`src/lcd_pin_map.svh`:
```
`ifndef LCD_PIN_MAP_SVH
`define LCD_PIN_MAP_SVH
// ==========================================
// register indices (byte address = 4 * index)
`define IDX_CTRL      14'h2021
`define IDX_MAP_31_24 14'h2023
`define IDX_MAP_39_32 14'h2024
`define IDX_MAP_47_40 14'h2025
`define IDX_MAP_50_48 14'h2026
`define IDX_MAP_63_56 14'h2027
`define IDX_MAP_71_64 14'h2028
`define IDX_BLINK     14'h205a
`define IDX_CONTRAST  14'h20ab
// ==========================================
// field positions
`define CTRL_DIV_LSB  0
`define CTRL_MODE_LSB 2
`define CTRL_EN_BIT   5
`define CONTRAST_LSB  1
// ==========================================
// reset values
`define RST_CTRL      6'h00
`define RST_BYTE      8'h00
// ==========================================
// timing and analog steps
`define CLK_HZ        32'd40000000
`define BASE_HZ       32'd32768
`define STEP_MV       11'd200
`define BLINK_TICKS   16'h0100
// pins that exist only on the larger package (bit i = segment 24 + i)
`define SMALL_PKG_ABSENT 48'h044f_0104_0100
`endif

```
`src/lcd_pin_pkg.sv`:
```
package lcd_pin_pkg;
  // ==========================================
  // types
  typedef enum logic [1:0] {
    DIV_512 = 2'b00,
    DIV_256 = 2'b01,
    DIV_128 = 2'b10,
    DIV_64  = 2'b11
  } drive_div_e;
  typedef enum logic {
    BUS_IDLE   = 1'b0,
    BUS_ANSWER = 1'b1
  } bus_state_e;
  typedef logic [47:0] role_map_t;
  typedef logic [2:0]  contrast_t;
endpackage

```
`src/lcd_cfg_if.sv`:
```
`timescale 1ns/1ps
`default_nettype none
interface lcd_cfg_if;
  import lcd_pin_pkg::*;
  logic       displayEnable;
  drive_div_e divSel;
  logic [3:0] blinkMask;
  logic       driveTick;
  logic       driveClk;
  logic       blinkOff;
  modport cfg    (output displayEnable, divSel, blinkMask,
                  input driveTick, driveClk, blinkOff);
  modport timing (input divSel, output driveTick, driveClk, blinkOff);
  modport gate   (input displayEnable, blinkMask, blinkOff);
endinterface
`default_nettype wire

```
`src/lcd_segment_pin_config.sv`:
```
// The Avalon-MM register port was chosen for this implementation.
`timescale 1ns/1ps
`default_nettype none
`include "lcd_pin_map.svh"
// What this block does
// - map bit one: segment driver, zero: io
// - byte 2023 maps segments 31..24
// - byte 2024 maps segments 39..32
// - byte 2025 maps segments 47..40
// - byte 2026 bits 2..0 map 50..48
// - byte 2027 maps 63..61, 59..56; bit4 unused
// - byte 2028 maps segments 71..64
// - small package: absent pins' map bits inert
// - blink mask hides segment 18 commons
// - divider selects base divide 512 to 64
// - contrast code drops voltage 0.2 V/step
// - disabled display grounds bias, commons, segments
// - bias field selects scheme and common count
module lcd_segment_pin_config #(
  parameter bit LARGE_PACKAGE = 1'b1
) (
  input  wire logic              clk,
  input  wire logic              rst_n,
  // avalon-mm slave, byte addresses
  input  wire logic [15:0]       address,
  input  wire logic              read,
  input  wire logic              write,
  input  wire logic [3:0]        byteenable,
  input  wire logic [31:0]       writedata,
  output logic      [31:0]       readdata,
  output logic                   waitrequest,
  // shared pins, bit i = segment 24+i = io line 4+i
  output lcd_pin_pkg::role_map_t segRole,
  input  wire logic [47:0]       gioOeReq,
  output logic      [47:0]       gioOe,
  // analog and mode settings
  output lcd_pin_pkg::contrast_t contrastCode,
  output logic      [10:0]       contrastDropMv,
  output logic      [2:0]        biasSelect,
  output logic                   displayEnable,
  output logic                   driveTick,
  output logic                   driveClk,
  // drive waveform in, gated pads out
  input  wire logic [2:0]        biasIn,
  input  wire logic [3:0]        comIn,
  input  wire logic [71:0]       segIn,
  input  wire logic [3:0]        seg18OnIn,
  output logic      [2:0]        biasOut,
  output logic      [3:0]        comOut,
  output logic      [71:0]       segOut,
  output logic      [3:0]        seg18OnOut
);
  import lcd_pin_pkg::*;

  // ==========================================
  // bus handshake
  // every access takes two cycles: the first registers read data,
  // the second drops waitrequest so the master samples it
  bus_state_e busState_q;
  bus_state_e busState_d;
  wire        access   = read | write;
  wire        fire     = access && busState_q == BUS_ANSWER;
  wire        writeHit = write && fire && byteenable[0];
  wire [13:0] regIdx   = address[15:2];
  wire        aligned  = address[1:0] == 2'b00;

  always_comb begin
    busState_d = busState_q;
    unique case (busState_q)
      BUS_IDLE: begin
        if (access) busState_d = BUS_ANSWER;
      end
      BUS_ANSWER: begin
        busState_d = BUS_IDLE;
      end
    endcase
  end

  assign waitrequest = access && busState_q == BUS_IDLE;

  always_ff @(posedge clk or negedge rst_n) begin
    if (!rst_n) begin
      busState_q <= BUS_IDLE;
    end else begin
      busState_q <= busState_d;
    end
  end

  // ==========================================
  // address decode
  wire selCtrl     = aligned && regIdx == `IDX_CTRL;
  wire selMap3124  = aligned && regIdx == `IDX_MAP_31_24;
  wire selMap3932  = aligned && regIdx == `IDX_MAP_39_32;
  wire selMap4740  = aligned && regIdx == `IDX_MAP_47_40;
  wire selMap5048  = aligned && regIdx == `IDX_MAP_50_48;
  wire selMap6356  = aligned && regIdx == `IDX_MAP_63_56;
  wire selMap7164  = aligned && regIdx == `IDX_MAP_71_64;
  wire selBlink    = aligned && regIdx == `IDX_BLINK;
  wire selContrast = aligned && regIdx == `IDX_CONTRAST;

  wire [7:0] wrByte = writedata[7:0];

  // ==========================================
  // configuration registers
  logic [5:0] ctrl_q;
  logic [7:0] map3124_q;
  logic [7:0] map3932_q;
  logic [7:0] map4740_q;
  logic [2:0] map5048_q;
  logic [6:0] map6356_q;
  logic [7:0] map7164_q;
  logic [3:0] blink_q;
  logic [2:0] contrast_q;

  always_ff @(posedge clk or negedge rst_n) begin
    if (!rst_n) begin
      ctrl_q <= `RST_CTRL;
    end else if (writeHit && selCtrl) begin
      ctrl_q <= wrByte[5:0];
    end
  end

  always_ff @(posedge clk or negedge rst_n) begin
    if (!rst_n) begin
      map3124_q <= `RST_BYTE;
      map3932_q <= `RST_BYTE;
      map4740_q <= `RST_BYTE;
    end else begin
      if (writeHit && selMap3124) map3124_q <= wrByte;
      if (writeHit && selMap3932) map3932_q <= wrByte;
      if (writeHit && selMap4740) map4740_q <= wrByte;
    end
  end

  always_ff @(posedge clk or negedge rst_n) begin
    if (!rst_n) begin
      map5048_q <= 3'h0;
      map6356_q <= 7'h00;
      map7164_q <= `RST_BYTE;
    end else begin
      if (writeHit && selMap5048) map5048_q <= wrByte[2:0];
      if (writeHit && selMap6356) map6356_q <= {wrByte[7:5], wrByte[3:0]};
      if (writeHit && selMap7164) map7164_q <= wrByte;
    end
  end

  always_ff @(posedge clk or negedge rst_n) begin
    if (!rst_n) begin
      blink_q    <= 4'h0;
      contrast_q <= 3'h0;
    end else begin
      if (writeHit && selBlink) blink_q <= wrByte[3:0];
      if (writeHit && selContrast) begin
        contrast_q <= wrByte[`CONTRAST_LSB +: 3];
      end
    end
  end

  // ==========================================
  // read-back
  // unused positions and unmapped addresses read zero
  wire [7:0] rdCtrl     = {2'b00, ctrl_q};
  wire [7:0] rdMap5048  = {5'h00, map5048_q};
  wire [7:0] rdMap6356  = {map6356_q[6:4], 1'b0, map6356_q[3:0]};
  wire [7:0] rdBlink    = {4'h0, blink_q};
  wire [7:0] rdContrast = {4'h0, contrast_q, 1'b0};
  wire [7:0] rdByte =
    selCtrl     ? rdCtrl     :
    selMap3124  ? map3124_q  :
    selMap3932  ? map3932_q  :
    selMap4740  ? map4740_q  :
    selMap5048  ? rdMap5048  :
    selMap6356  ? rdMap6356  :
    selMap7164  ? map7164_q  :
    selBlink    ? rdBlink    :
    selContrast ? rdContrast : 8'h00;

  logic [31:0] readdata_q;
  always_ff @(posedge clk or negedge rst_n) begin
    if (!rst_n) begin
      readdata_q <= 32'h0000_0000;
    end else if (read && busState_q == BUS_IDLE) begin
      readdata_q <= {24'h00_0000, rdByte};
    end
  end
  assign readdata = readdata_q;

  // ==========================================
  // pin roles
  // the map holds no bits for segments 51..55 and 60: those pads are io only
  wire [47:0] rawRole = {map7164_q, map6356_q[6:4], 1'b0, map6356_q[3:0], 5'h00,
                         map5048_q, map4740_q, map3932_q, map3124_q};
  // stored bits for absent pads still read back, they just drive nothing
  wire [47:0] absentMask = LARGE_PACKAGE ? 48'h0 : `SMALL_PKG_ABSENT;
  assign segRole = rawRole & ~absentMask;

  genvar gi;
  generate
    for (gi = 0; gi < 48; gi++) begin : g_pad
      // io driver released while the pad is a segment, restored same cycle
      assign gioOe[gi] = gioOeReq[gi] & ~segRole[gi];
    end
  endgenerate

  // ==========================================
  // analog and mode outputs
  assign contrastCode   = contrast_q;
  assign contrastDropMv = 11'(contrast_q) * `STEP_MV;
  assign biasSelect     = ctrl_q[`CTRL_MODE_LSB +: 3];
  assign displayEnable  = ctrl_q[`CTRL_EN_BIT];

  // ==========================================
  // submodules
  lcd_cfg_if cfgBus ();
  assign cfgBus.displayEnable = ctrl_q[`CTRL_EN_BIT];
  assign cfgBus.divSel        = drive_div_e'(ctrl_q[`CTRL_DIV_LSB +: 2]);
  assign cfgBus.blinkMask     = blink_q;
  assign driveTick            = cfgBus.driveTick;
  assign driveClk             = cfgBus.driveClk;

  lcd_drive_divider u_div (
    .clk   (clk),
    .rst_n (rst_n),
    .cfg   (cfgBus)
  );

  lcd_output_gate u_gate (
    .clk        (clk),
    .rst_n      (rst_n),
    .cfg        (cfgBus),
    .biasIn     (biasIn),
    .comIn      (comIn),
    .segIn      (segIn),
    .seg18OnIn  (seg18OnIn),
    .biasOut    (biasOut),
    .comOut     (comOut),
    .segOut     (segOut),
    .seg18OnOut (seg18OnOut)
  );
endmodule
`default_nettype wire

```
`src/lcd_drive_divider.sv`:
```
`timescale 1ns/1ps
`default_nettype none
`include "lcd_pin_map.svh"
module lcd_drive_divider (
  input  wire logic  clk,
  input  wire logic  rst_n,
  lcd_cfg_if.timing  cfg
);
  import lcd_pin_pkg::*;
  // ==========================================
  // base tick: phase accumulator, no 32768 Hz clock in this domain
  logic [31:0] acc_q;
  logic [8:0]  divCnt_q;
  logic [15:0] blinkCnt_q;
  logic        tick_q;
  logic        dclk_q;
  logic        blink_q;
  wire  [32:0] accSum   = {1'b0, acc_q} + {1'b0, `BASE_HZ};
  wire         baseTick = accSum >= {1'b0, `CLK_HZ};
  // ten bits: divide-by-512 must not fold to zero in the half-period compare
  wire  [9:0]  divisor  = 10'h200 >> cfg.divSel;
  wire         wrap     = baseTick && divCnt_q == 9'h000;
  always_ff @(posedge clk or negedge rst_n) begin
    if (!rst_n) begin
      acc_q <= 32'h0; divCnt_q <= 9'h000; tick_q <= 1'b0;
      dclk_q <= 1'b0; blinkCnt_q <= 16'h0; blink_q <= 1'b0;
    end else begin
      acc_q    <= baseTick ? 32'(accSum - {1'b0, `CLK_HZ}) : accSum[31:0];
      divCnt_q <= !baseTick ? divCnt_q
                            : (wrap ? 9'(divisor - 10'h001) : divCnt_q - 9'h001);
      tick_q   <= wrap;
      if (wrap || (baseTick && divCnt_q == 9'(divisor >> 1))) dclk_q <= ~dclk_q;
      blinkCnt_q <= tick_q ? (blinkCnt_q == `BLINK_TICKS - 16'h1 ? 16'h0 : blinkCnt_q + 16'h1)
                           : blinkCnt_q;
      if (tick_q && blinkCnt_q == `BLINK_TICKS - 16'h1) blink_q <= ~blink_q;
    end
  end
  assign cfg.driveTick = tick_q;
  assign cfg.driveClk  = dclk_q;
  assign cfg.blinkOff  = blink_q;
endmodule
`default_nettype wire

```
`src/lcd_output_gate.sv`:
```
`timescale 1ns/1ps
`default_nettype none
module lcd_output_gate (
  input  wire logic        clk,
  input  wire logic        rst_n,
  lcd_cfg_if.gate          cfg,
  input  wire logic [2:0]  biasIn,
  input  wire logic [3:0]  comIn,
  input  wire logic [71:0] segIn,
  input  wire logic [3:0]  seg18OnIn,
  output logic      [2:0]  biasOut,
  output logic      [3:0]  comOut,
  output logic      [71:0] segOut,
  output logic      [3:0]  seg18OnOut
);
  // ==========================================
  // grounding and blink, registered so the pads see no glitches
  wire [3:0] blinkHide = cfg.blinkMask & {4{cfg.blinkOff}};
  always_ff @(posedge clk or negedge rst_n) begin
    if (!rst_n) begin
      biasOut <= 3'h0; comOut <= 4'h0; segOut <= 72'h0; seg18OnOut <= 4'h0;
    end else begin
      biasOut    <= cfg.displayEnable ? biasIn : 3'h0;
      comOut     <= cfg.displayEnable ? comIn : 4'h0;
      segOut     <= cfg.displayEnable ? segIn : 72'h0;
      seg18OnOut <= cfg.displayEnable ? (seg18OnIn & ~blinkHide) : 4'h0;
    end
  end
endmodule
`default_nettype wire

```
`config.mk`:
```
export PLATFORM = sky130hd
export DESIGN_NAME = lcd_segment_pin_config
export DESIGN_NICKNAME = d
export VERILOG_FILES = /design/src/lcd_pin_pkg.sv /design/src/lcd_cfg_if.sv /design/src/lcd_segment_pin_config.sv /design/src/lcd_drive_divider.sv /design/src/lcd_output_gate.sv
export VERILOG_INCLUDE_DIRS = /design/src
export SDC_FILE = /design/constraint.sdc
export NUM_CORES = 1
export LEC_CHECK = 0
export ABC_CLOCK_PERIOD_IN_PS = 5600
export BUFFER_PORTS_ARGS = -buffer_cell sky130_fd_sc_hd__buf_2
export CELL_PAD_IN_SITES_DETAIL_PLACEMENT = 1
export CELL_PAD_IN_SITES_GLOBAL_PLACEMENT = 1
export CORE_UTILIZATION = 35
export DETAILED_ROUTE_END_ITERATION = 16
export GPL_TIMING_DRIVEN = 0
export PLACE_DENSITY = 0.89
export SLEW_MARGIN = 20
export SYNTH_ARGS = -nofsm -noshare
export SYNTH_HDL_FRONTEND = slang
export SYNTH_HIERARCHICAL = 1
export SYNTH_SLANG_ARGS = --single-unit
```
`constraint.sdc`:
```
create_clock -name clk -period 5.6 [get_ports clk]
set_clock_uncertainty 0.2 [all_clocks]
set_input_delay 1.12 -clock clk [delete_from_list [all_inputs] [get_ports clk]]
set_output_delay 1.12 -clock clk [all_outputs]
set_load 0.01 [all_outputs]
```
-- Yosys cells after proc, flatten, opt, wreduce, memory -nomap -nowiden
Cells that the tools add are included.
- register bits: 207
- input bits: 187
- output and inout bits: 232
- logic and storage cells: 178
- add/sub/neg operators: 5
- multipliers: 1
- order comparisons: 1
- equality and inequality tests: 11
- shift-type cells: 1
- multiplexer cells: 18
- bitwise gates (word level): 91
- reductions and logical operators: 29
- operators with widths (operator ; number):
    14-bit equality test, second input constant ; 9
    72-bit two-way mux ; 1
    8-bit two-way mux ; 7
    1-bit inverter ; 45
    1-bit AND ; 42
    32-bit by 16-bit adder with 33-bit output, second input constant ; 1
    33-bit by 26-bit greater-or-equal comparator with 1-bit output, second input constant ; 1
    32-bit two-way mux ; 1
    32-bit by 26-bit subtractor with 32-bit output, second input constant ; 1
    1-bit logical AND ; 26
    9-bit by 1-bit subtractor with 9-bit output, second input constant ; 2
    16-bit by 1-bit adder with 16-bit output, second input constant ; 1
    16-bit by 8-bit equality test with 1-bit output, second input constant ; 1
    16-bit two-way mux ; 1
    4-bit two-way mux ; 4
    10-bit by 2-bit right shift with 10-bit output, first input constant ; 1
    9-bit equality test ; 1
    9-bit logical NOT ; 1
    9-bit two-way mux ; 1
    4-bit AND ; 2
    3-bit by 5-bit multiplier with 8-bit output, second input constant ; 1
    4-bit inverter ; 1
    3-bit two-way mux ; 1
    2-bit logical NOT ; 1
    other kinds (4) ; 4

-- Depth between registers and ports, before layout
- depth in word-level cells: 11
- depth in mapped cells: 10
- mapped depth without buffers: 9

-- By module
Netlist, hierarchy kept.
- modules (own cells, without submodules) (module ; instances ; cells an instance ; area an instance (µm²) ; sequential area each (µm²)):
    lcd_segment_pin_config ; 1 ; 361 ; 3862.5 ; 1601.5
    lcd_drive_divider ; 1 ; 337 ; 3246.9 ; 1276.2
    lcd_output_gate ; 1 ; 179 ; 2701.3 ; 2077.0

-- Worst setup path before layout
Ideal clock, no wire load.
- path type: input-to-reg
- from: in address[13]
- to: reg map4740_q[0]
- setup time: 125 ps
- data arrival time: 3205 ps
- required time: 5275 ps
- setup slack: 2069 ps
- stages: 6
- buffers on the path: 2
- cell sequence: or4b_1 or4_4 buf_6 or3_1 buf_6 mux2_4
- word-level cells in the longest chain between the ends: 3
- ends and longest elaborated chain (element ; line ; source):
    from (decl) ; lcd_segment_pin_config.sv:25 ; input wire logic [15:0] address,
    14-bit equality test (no source line) ; n/a ;
    1-bit logical AND (no source line) ; n/a ;
    1-bit logical AND ; lcd_segment_pin_config.sv:131 ; if (writeHit && selMap4740) map4740_q <= wrByte;
    to (signal assigned) ; lcd_segment_pin_config.sv:127 ; map4740_q <= `RST_BYTE;
    to (signal assigned) ; lcd_segment_pin_config.sv:131 ;
    to (decl) ; lcd_segment_pin_config.sv:108 ; logic [7:0] map4740_q;
Every way passes these cells.
A chain may end at the register's enable or synchronous reset.

-- Final worst setup path
- from: in address[6]
- to: reg map6356_q[0]
- word-level cells in the longest chain between the ends: 3
- ends and longest elaborated chain (element ; line ; source):
    14-bit equality test (no source line) ; n/a ;
    1-bit logical AND (no source line) ; n/a ;
    1-bit logical AND ; lcd_segment_pin_config.sv:142 ; if (writeHit && selMap6356) map6356_q <= {wrByte[7:5], wrByte[3:0]};
    to (signal assigned) ; lcd_segment_pin_config.sv:142 ;
    to (decl) ; lcd_segment_pin_config.sv:110 ; logic [6:0] map6356_q;
Every way passes these cells.

==> impl_metrics.env <==
export IMPL_grt_overflow=0
export IMPL_via_per_inst=5.08
export IMPL_dpl_hpwl_um=25000
export IMPL_synth_top_area_share_pct=50.5
export IMPL_crit_type="in -> reg"
export IMPL_netlist_area_um2=9810
export IMPL_p_sw_uw=802
export IMPL_max_freq_mhz=249
export IMPL_drc_errors=0
export IMPL_async_flop_share_pct=100
export IMPL_vias=8491
export IMPL_swShare_pct=26.4
export IMPL_coreArea_um2=27300
export IMPL_final_cell_area_um2=12900
export IMPL_drv_cap=0
export IMPL_synth_seq_cells=198
export IMPL_grt_pass1_vias=9101
export IMPL_status="finished, final reports clean"
export IMPL_track_usage_pct=22.9
export IMPL_cts_max_path_buffers=2
export IMPL_power_density_nw_per_um2=235
export IMPL_fp_dieW_um=169
export IMPL_pre_cts_ws_ns=1.29
export IMPL_syn_inst=877
export IMPL_synth_top_cells_by_count="198 x dfrtp_1, 82 x and2_1, 49 x mux2_2"
export IMPL_ir_drop_mv=0.172
export IMPL_yosysSeqAreaShare_pct=50.5
export IMPL_clock_latency_ns=0.44
export IMPL_place_area_um2=12200
export IMPL_power_internal_uw=2240
export IMPL_avgRoutedWirePerCell_um=19.7
export IMPL_grt_pass1_wl_um=50500
export IMPL_synth_edf_count=0
export IMPL_start_util_pct=36.0
export IMPL_htree_levels=4
export IMPL_r2r_slack_ns=2.56
export IMPL_gp_congestion=0.858
export IMPL_hold_buffers=0
export IMPL_cp_max_fo=7
export IMPL_row_count=60
export IMPL_ant_nets=0
export IMPL_slew_headroom_pct=35.1
export IMPL_synth_largest_area_cell="dfrtp_1"
export IMPL_power_uw=3040
export IMPL_wl_um=32900
export IMPL_synth_main_ff_cell="dfrtp_1"
export IMPL_ys_warn_count=6
export IMPL_synthTopCellsByArea="dfrtp_1 51%, mux2_2 5.6%, and2_1 5.2%"
export IMPL_synth_most_common_cell="dfrtp_1"
export IMPL_cts_resized=0
export IMPL_arrival_ns=4.15
export IMPL_num_io_pins=419
export IMPL_die_y_um=169
export IMPL_antenna_found_initial=3
export IMPL_hp_start="u_div/cfg.driveClk"
export IMPL_nFillCells=3143
export IMPL_setup_ws_ns=1.58
export IMPL_crit_path_start="address[6]"
export IMPL_area_growth_pct=31.8
export IMPL_p_leak_uw=0.00685
export IMPL_end_kind="register"
export IMPL_finalCritPeriodShare_pct=71.8
export IMPL_clk_pin_slew_ns=0.08
export IMPL_post_route_min_period_ns=4.02
export IMPL_die_area_um2=28700
export IMPL_root_buffer="clkbuf_16"
export IMPL_post_cts_buffers=0
export IMPL_cts_sinks=198
export IMPL_setup_violations=0
export IMPL_r2r_start="u_div/acc_q[15]"
export IMPL_synth_area_per_cell_um2=11.2
export IMPL_crit_path_start_kind="input port"
export IMPL_pwr_share_comb_pct=7.2
export IMPL_hold_viol_final=0
export IMPL_tritoncts="done"
export IMPL_drt_iter0_drc=432
export IMPL_grt_start_max_net_pins=96
export IMPL_dr_pass1_iters=5
export IMPL_ys_types=82
export IMPL_rsz0062_at_grt="false"
export IMPL_power_frac_seq_pct=47.3
export IMPL_p_clk_share_pct=45.6
export IMPL_drv_slew=0
export IMPL_worst_pin_slew_ns=0.965
export IMPL_drive_gt1_share_pct=41.8
export IMPL_holdWs_ns=0.267
export IMPL_min_path_type="reg -> reg"
export IMPL_portBuffers=352
export IMPL_numCtsBuffers=17
export IMPL_crit_required_ns=5.73
export IMPL_nets=1479
cell type report:
| cell class | count | area, um^2 | area share (%) |
|---|---|---|---|
| Antenna cell | 3 | 7.51 | 0.0581 |
| Buffer | 77 | 569 | 4.40 |
| Clock buffer | 17 | 425 | 3.29 |
| Clock inverter | 15 | 241 | 1.87 |
| Inverter | 16 | 60.1 | 0.464 |
| Multi-Input combinational cell | 618 | 4380 | 33.9 |
| Sequential cell | 198 | 4950 | 38.3 |
| Tap cell | 372 | 465 | 3.60 |
| Timing Repair Buffer | 354 | 1830 | 14.1 |
critical path: stages:
cell and delay (ns):
buf_2 0.13, or4b_1 0.58, buf_2 0.20, nor4_1 0.73, nand2b_1 0.24, nor2_1 0.73
mux2_2 0.42
final timing paths:
path / end / depth (start not counted)
worst max register to register: u_div/divCnt_q[8] / 8
worst min register to register: u_div/cfg.driveClk / 1
max in group asynchronous: ctrl_q[5] / 3
worst max-delay path: map6356_q[0] / 7
worst min-delay path: u_div/cfg.driveClk / 1
min in group asynchronous: u_div/acc_q[30] / 1
power by group through the flow:
stage / clock, uW / combinational (uW) / sequential (uW)
after floorplan: 0 / 79.3 / 1470
after global placement: 0 / 201 / 1460
after detailed placement: 0 / 216 / 1460
after CTS: 1420 / 216 / 1440
after global routing: 1470 / 239 / 1440
final: 1380 / 217 / 1440
placed cells by master, fill, tap and decap left out, types with 5 or more instances in the layout:
master / Yosys / layout
xor2_1: 14 / 14
a21oi_1: 31 / 31
clkbuf_16: 0 / 17
o21ai_0: 26 / 26
mux2_4: 8 / 8
nor2b_1: 47 / 47
inv_1: 16 / 16
nand4_1: 9 / 9
conb_1: 1 / 33
mux2_2: 49 / 49
buf_4: 48 / 48
buf_2: 7 / 358
nor3_1: 14 / 14
nor2_1: 38 / 38
nand2b_1: 14 / 14
and3_1: 15 / 15
dfrtp_1: 198 / 198
and2_1: 82 / 82
buf_6: 12 / 12
ha_1: 10 / 10
clkinv_8: 0 / 5
clkbuf_1: 9 / 9
nand3_1: 21 / 21
xnor2_1: 38 / 38
mux2i_1: 7 / 7
a31oi_1: 6 / 6
o211ai_1: 7 / 7
nand2_1: 43 / 43
flip-flops by register name, indices dropped and copies added (netlist names), 6 cells and up:
signal / flops
readdata: 8
map3124_q: 8
u_gate/segOut: 72
u_div/acc_q: 23
map6356_q: 7
ctrl_q: 6
map3932_q: 8
map7164_q: 8
u_div/divCnt_q: 9
map4740_q: 8
u_div/blinkCnt_q: 16
per-layer routing:
metal | vias to the layer above | wire length (um) | share of wire [%] | track usage, %
li1 | 3790 | - | - | -
met1 | 4325 | 13200 | 40 | 27.7
met2 | 328 | 17300 | 52 | 40.4
met3 | 48 | 1800 | 5.5 | 5.11
met4 | 0 | 707 | 2.1 | 7.40
met5 | - | 0 | 0 | 0
metrics by stage:
stage          utilization (%)  cells  TNS (ns)
4_1_cts                   47.4   1667         0
6_report                  47.5   1670         0
3_3_place_gp              44.6   1633    -18.72
2_1_floorplan                -    909         0
3_5_place_dp              44.9   1635         0
5_1_grt                   47.4   1668         0
cell families after synthesis:
group | after synthesis | synth area share [%]
fa+ha+maj | 10 | 1.28
other cells | 1 | 0.0382
flops | 198 | 50.5
mux | 66 | 7.79
xor+xnor | 53 | 4.92
compound gates | 121 | 8.42
buf+inv | 93 | 6.41
simple gates | 335 | 20.6
Power figures use the tool's default switching activity.
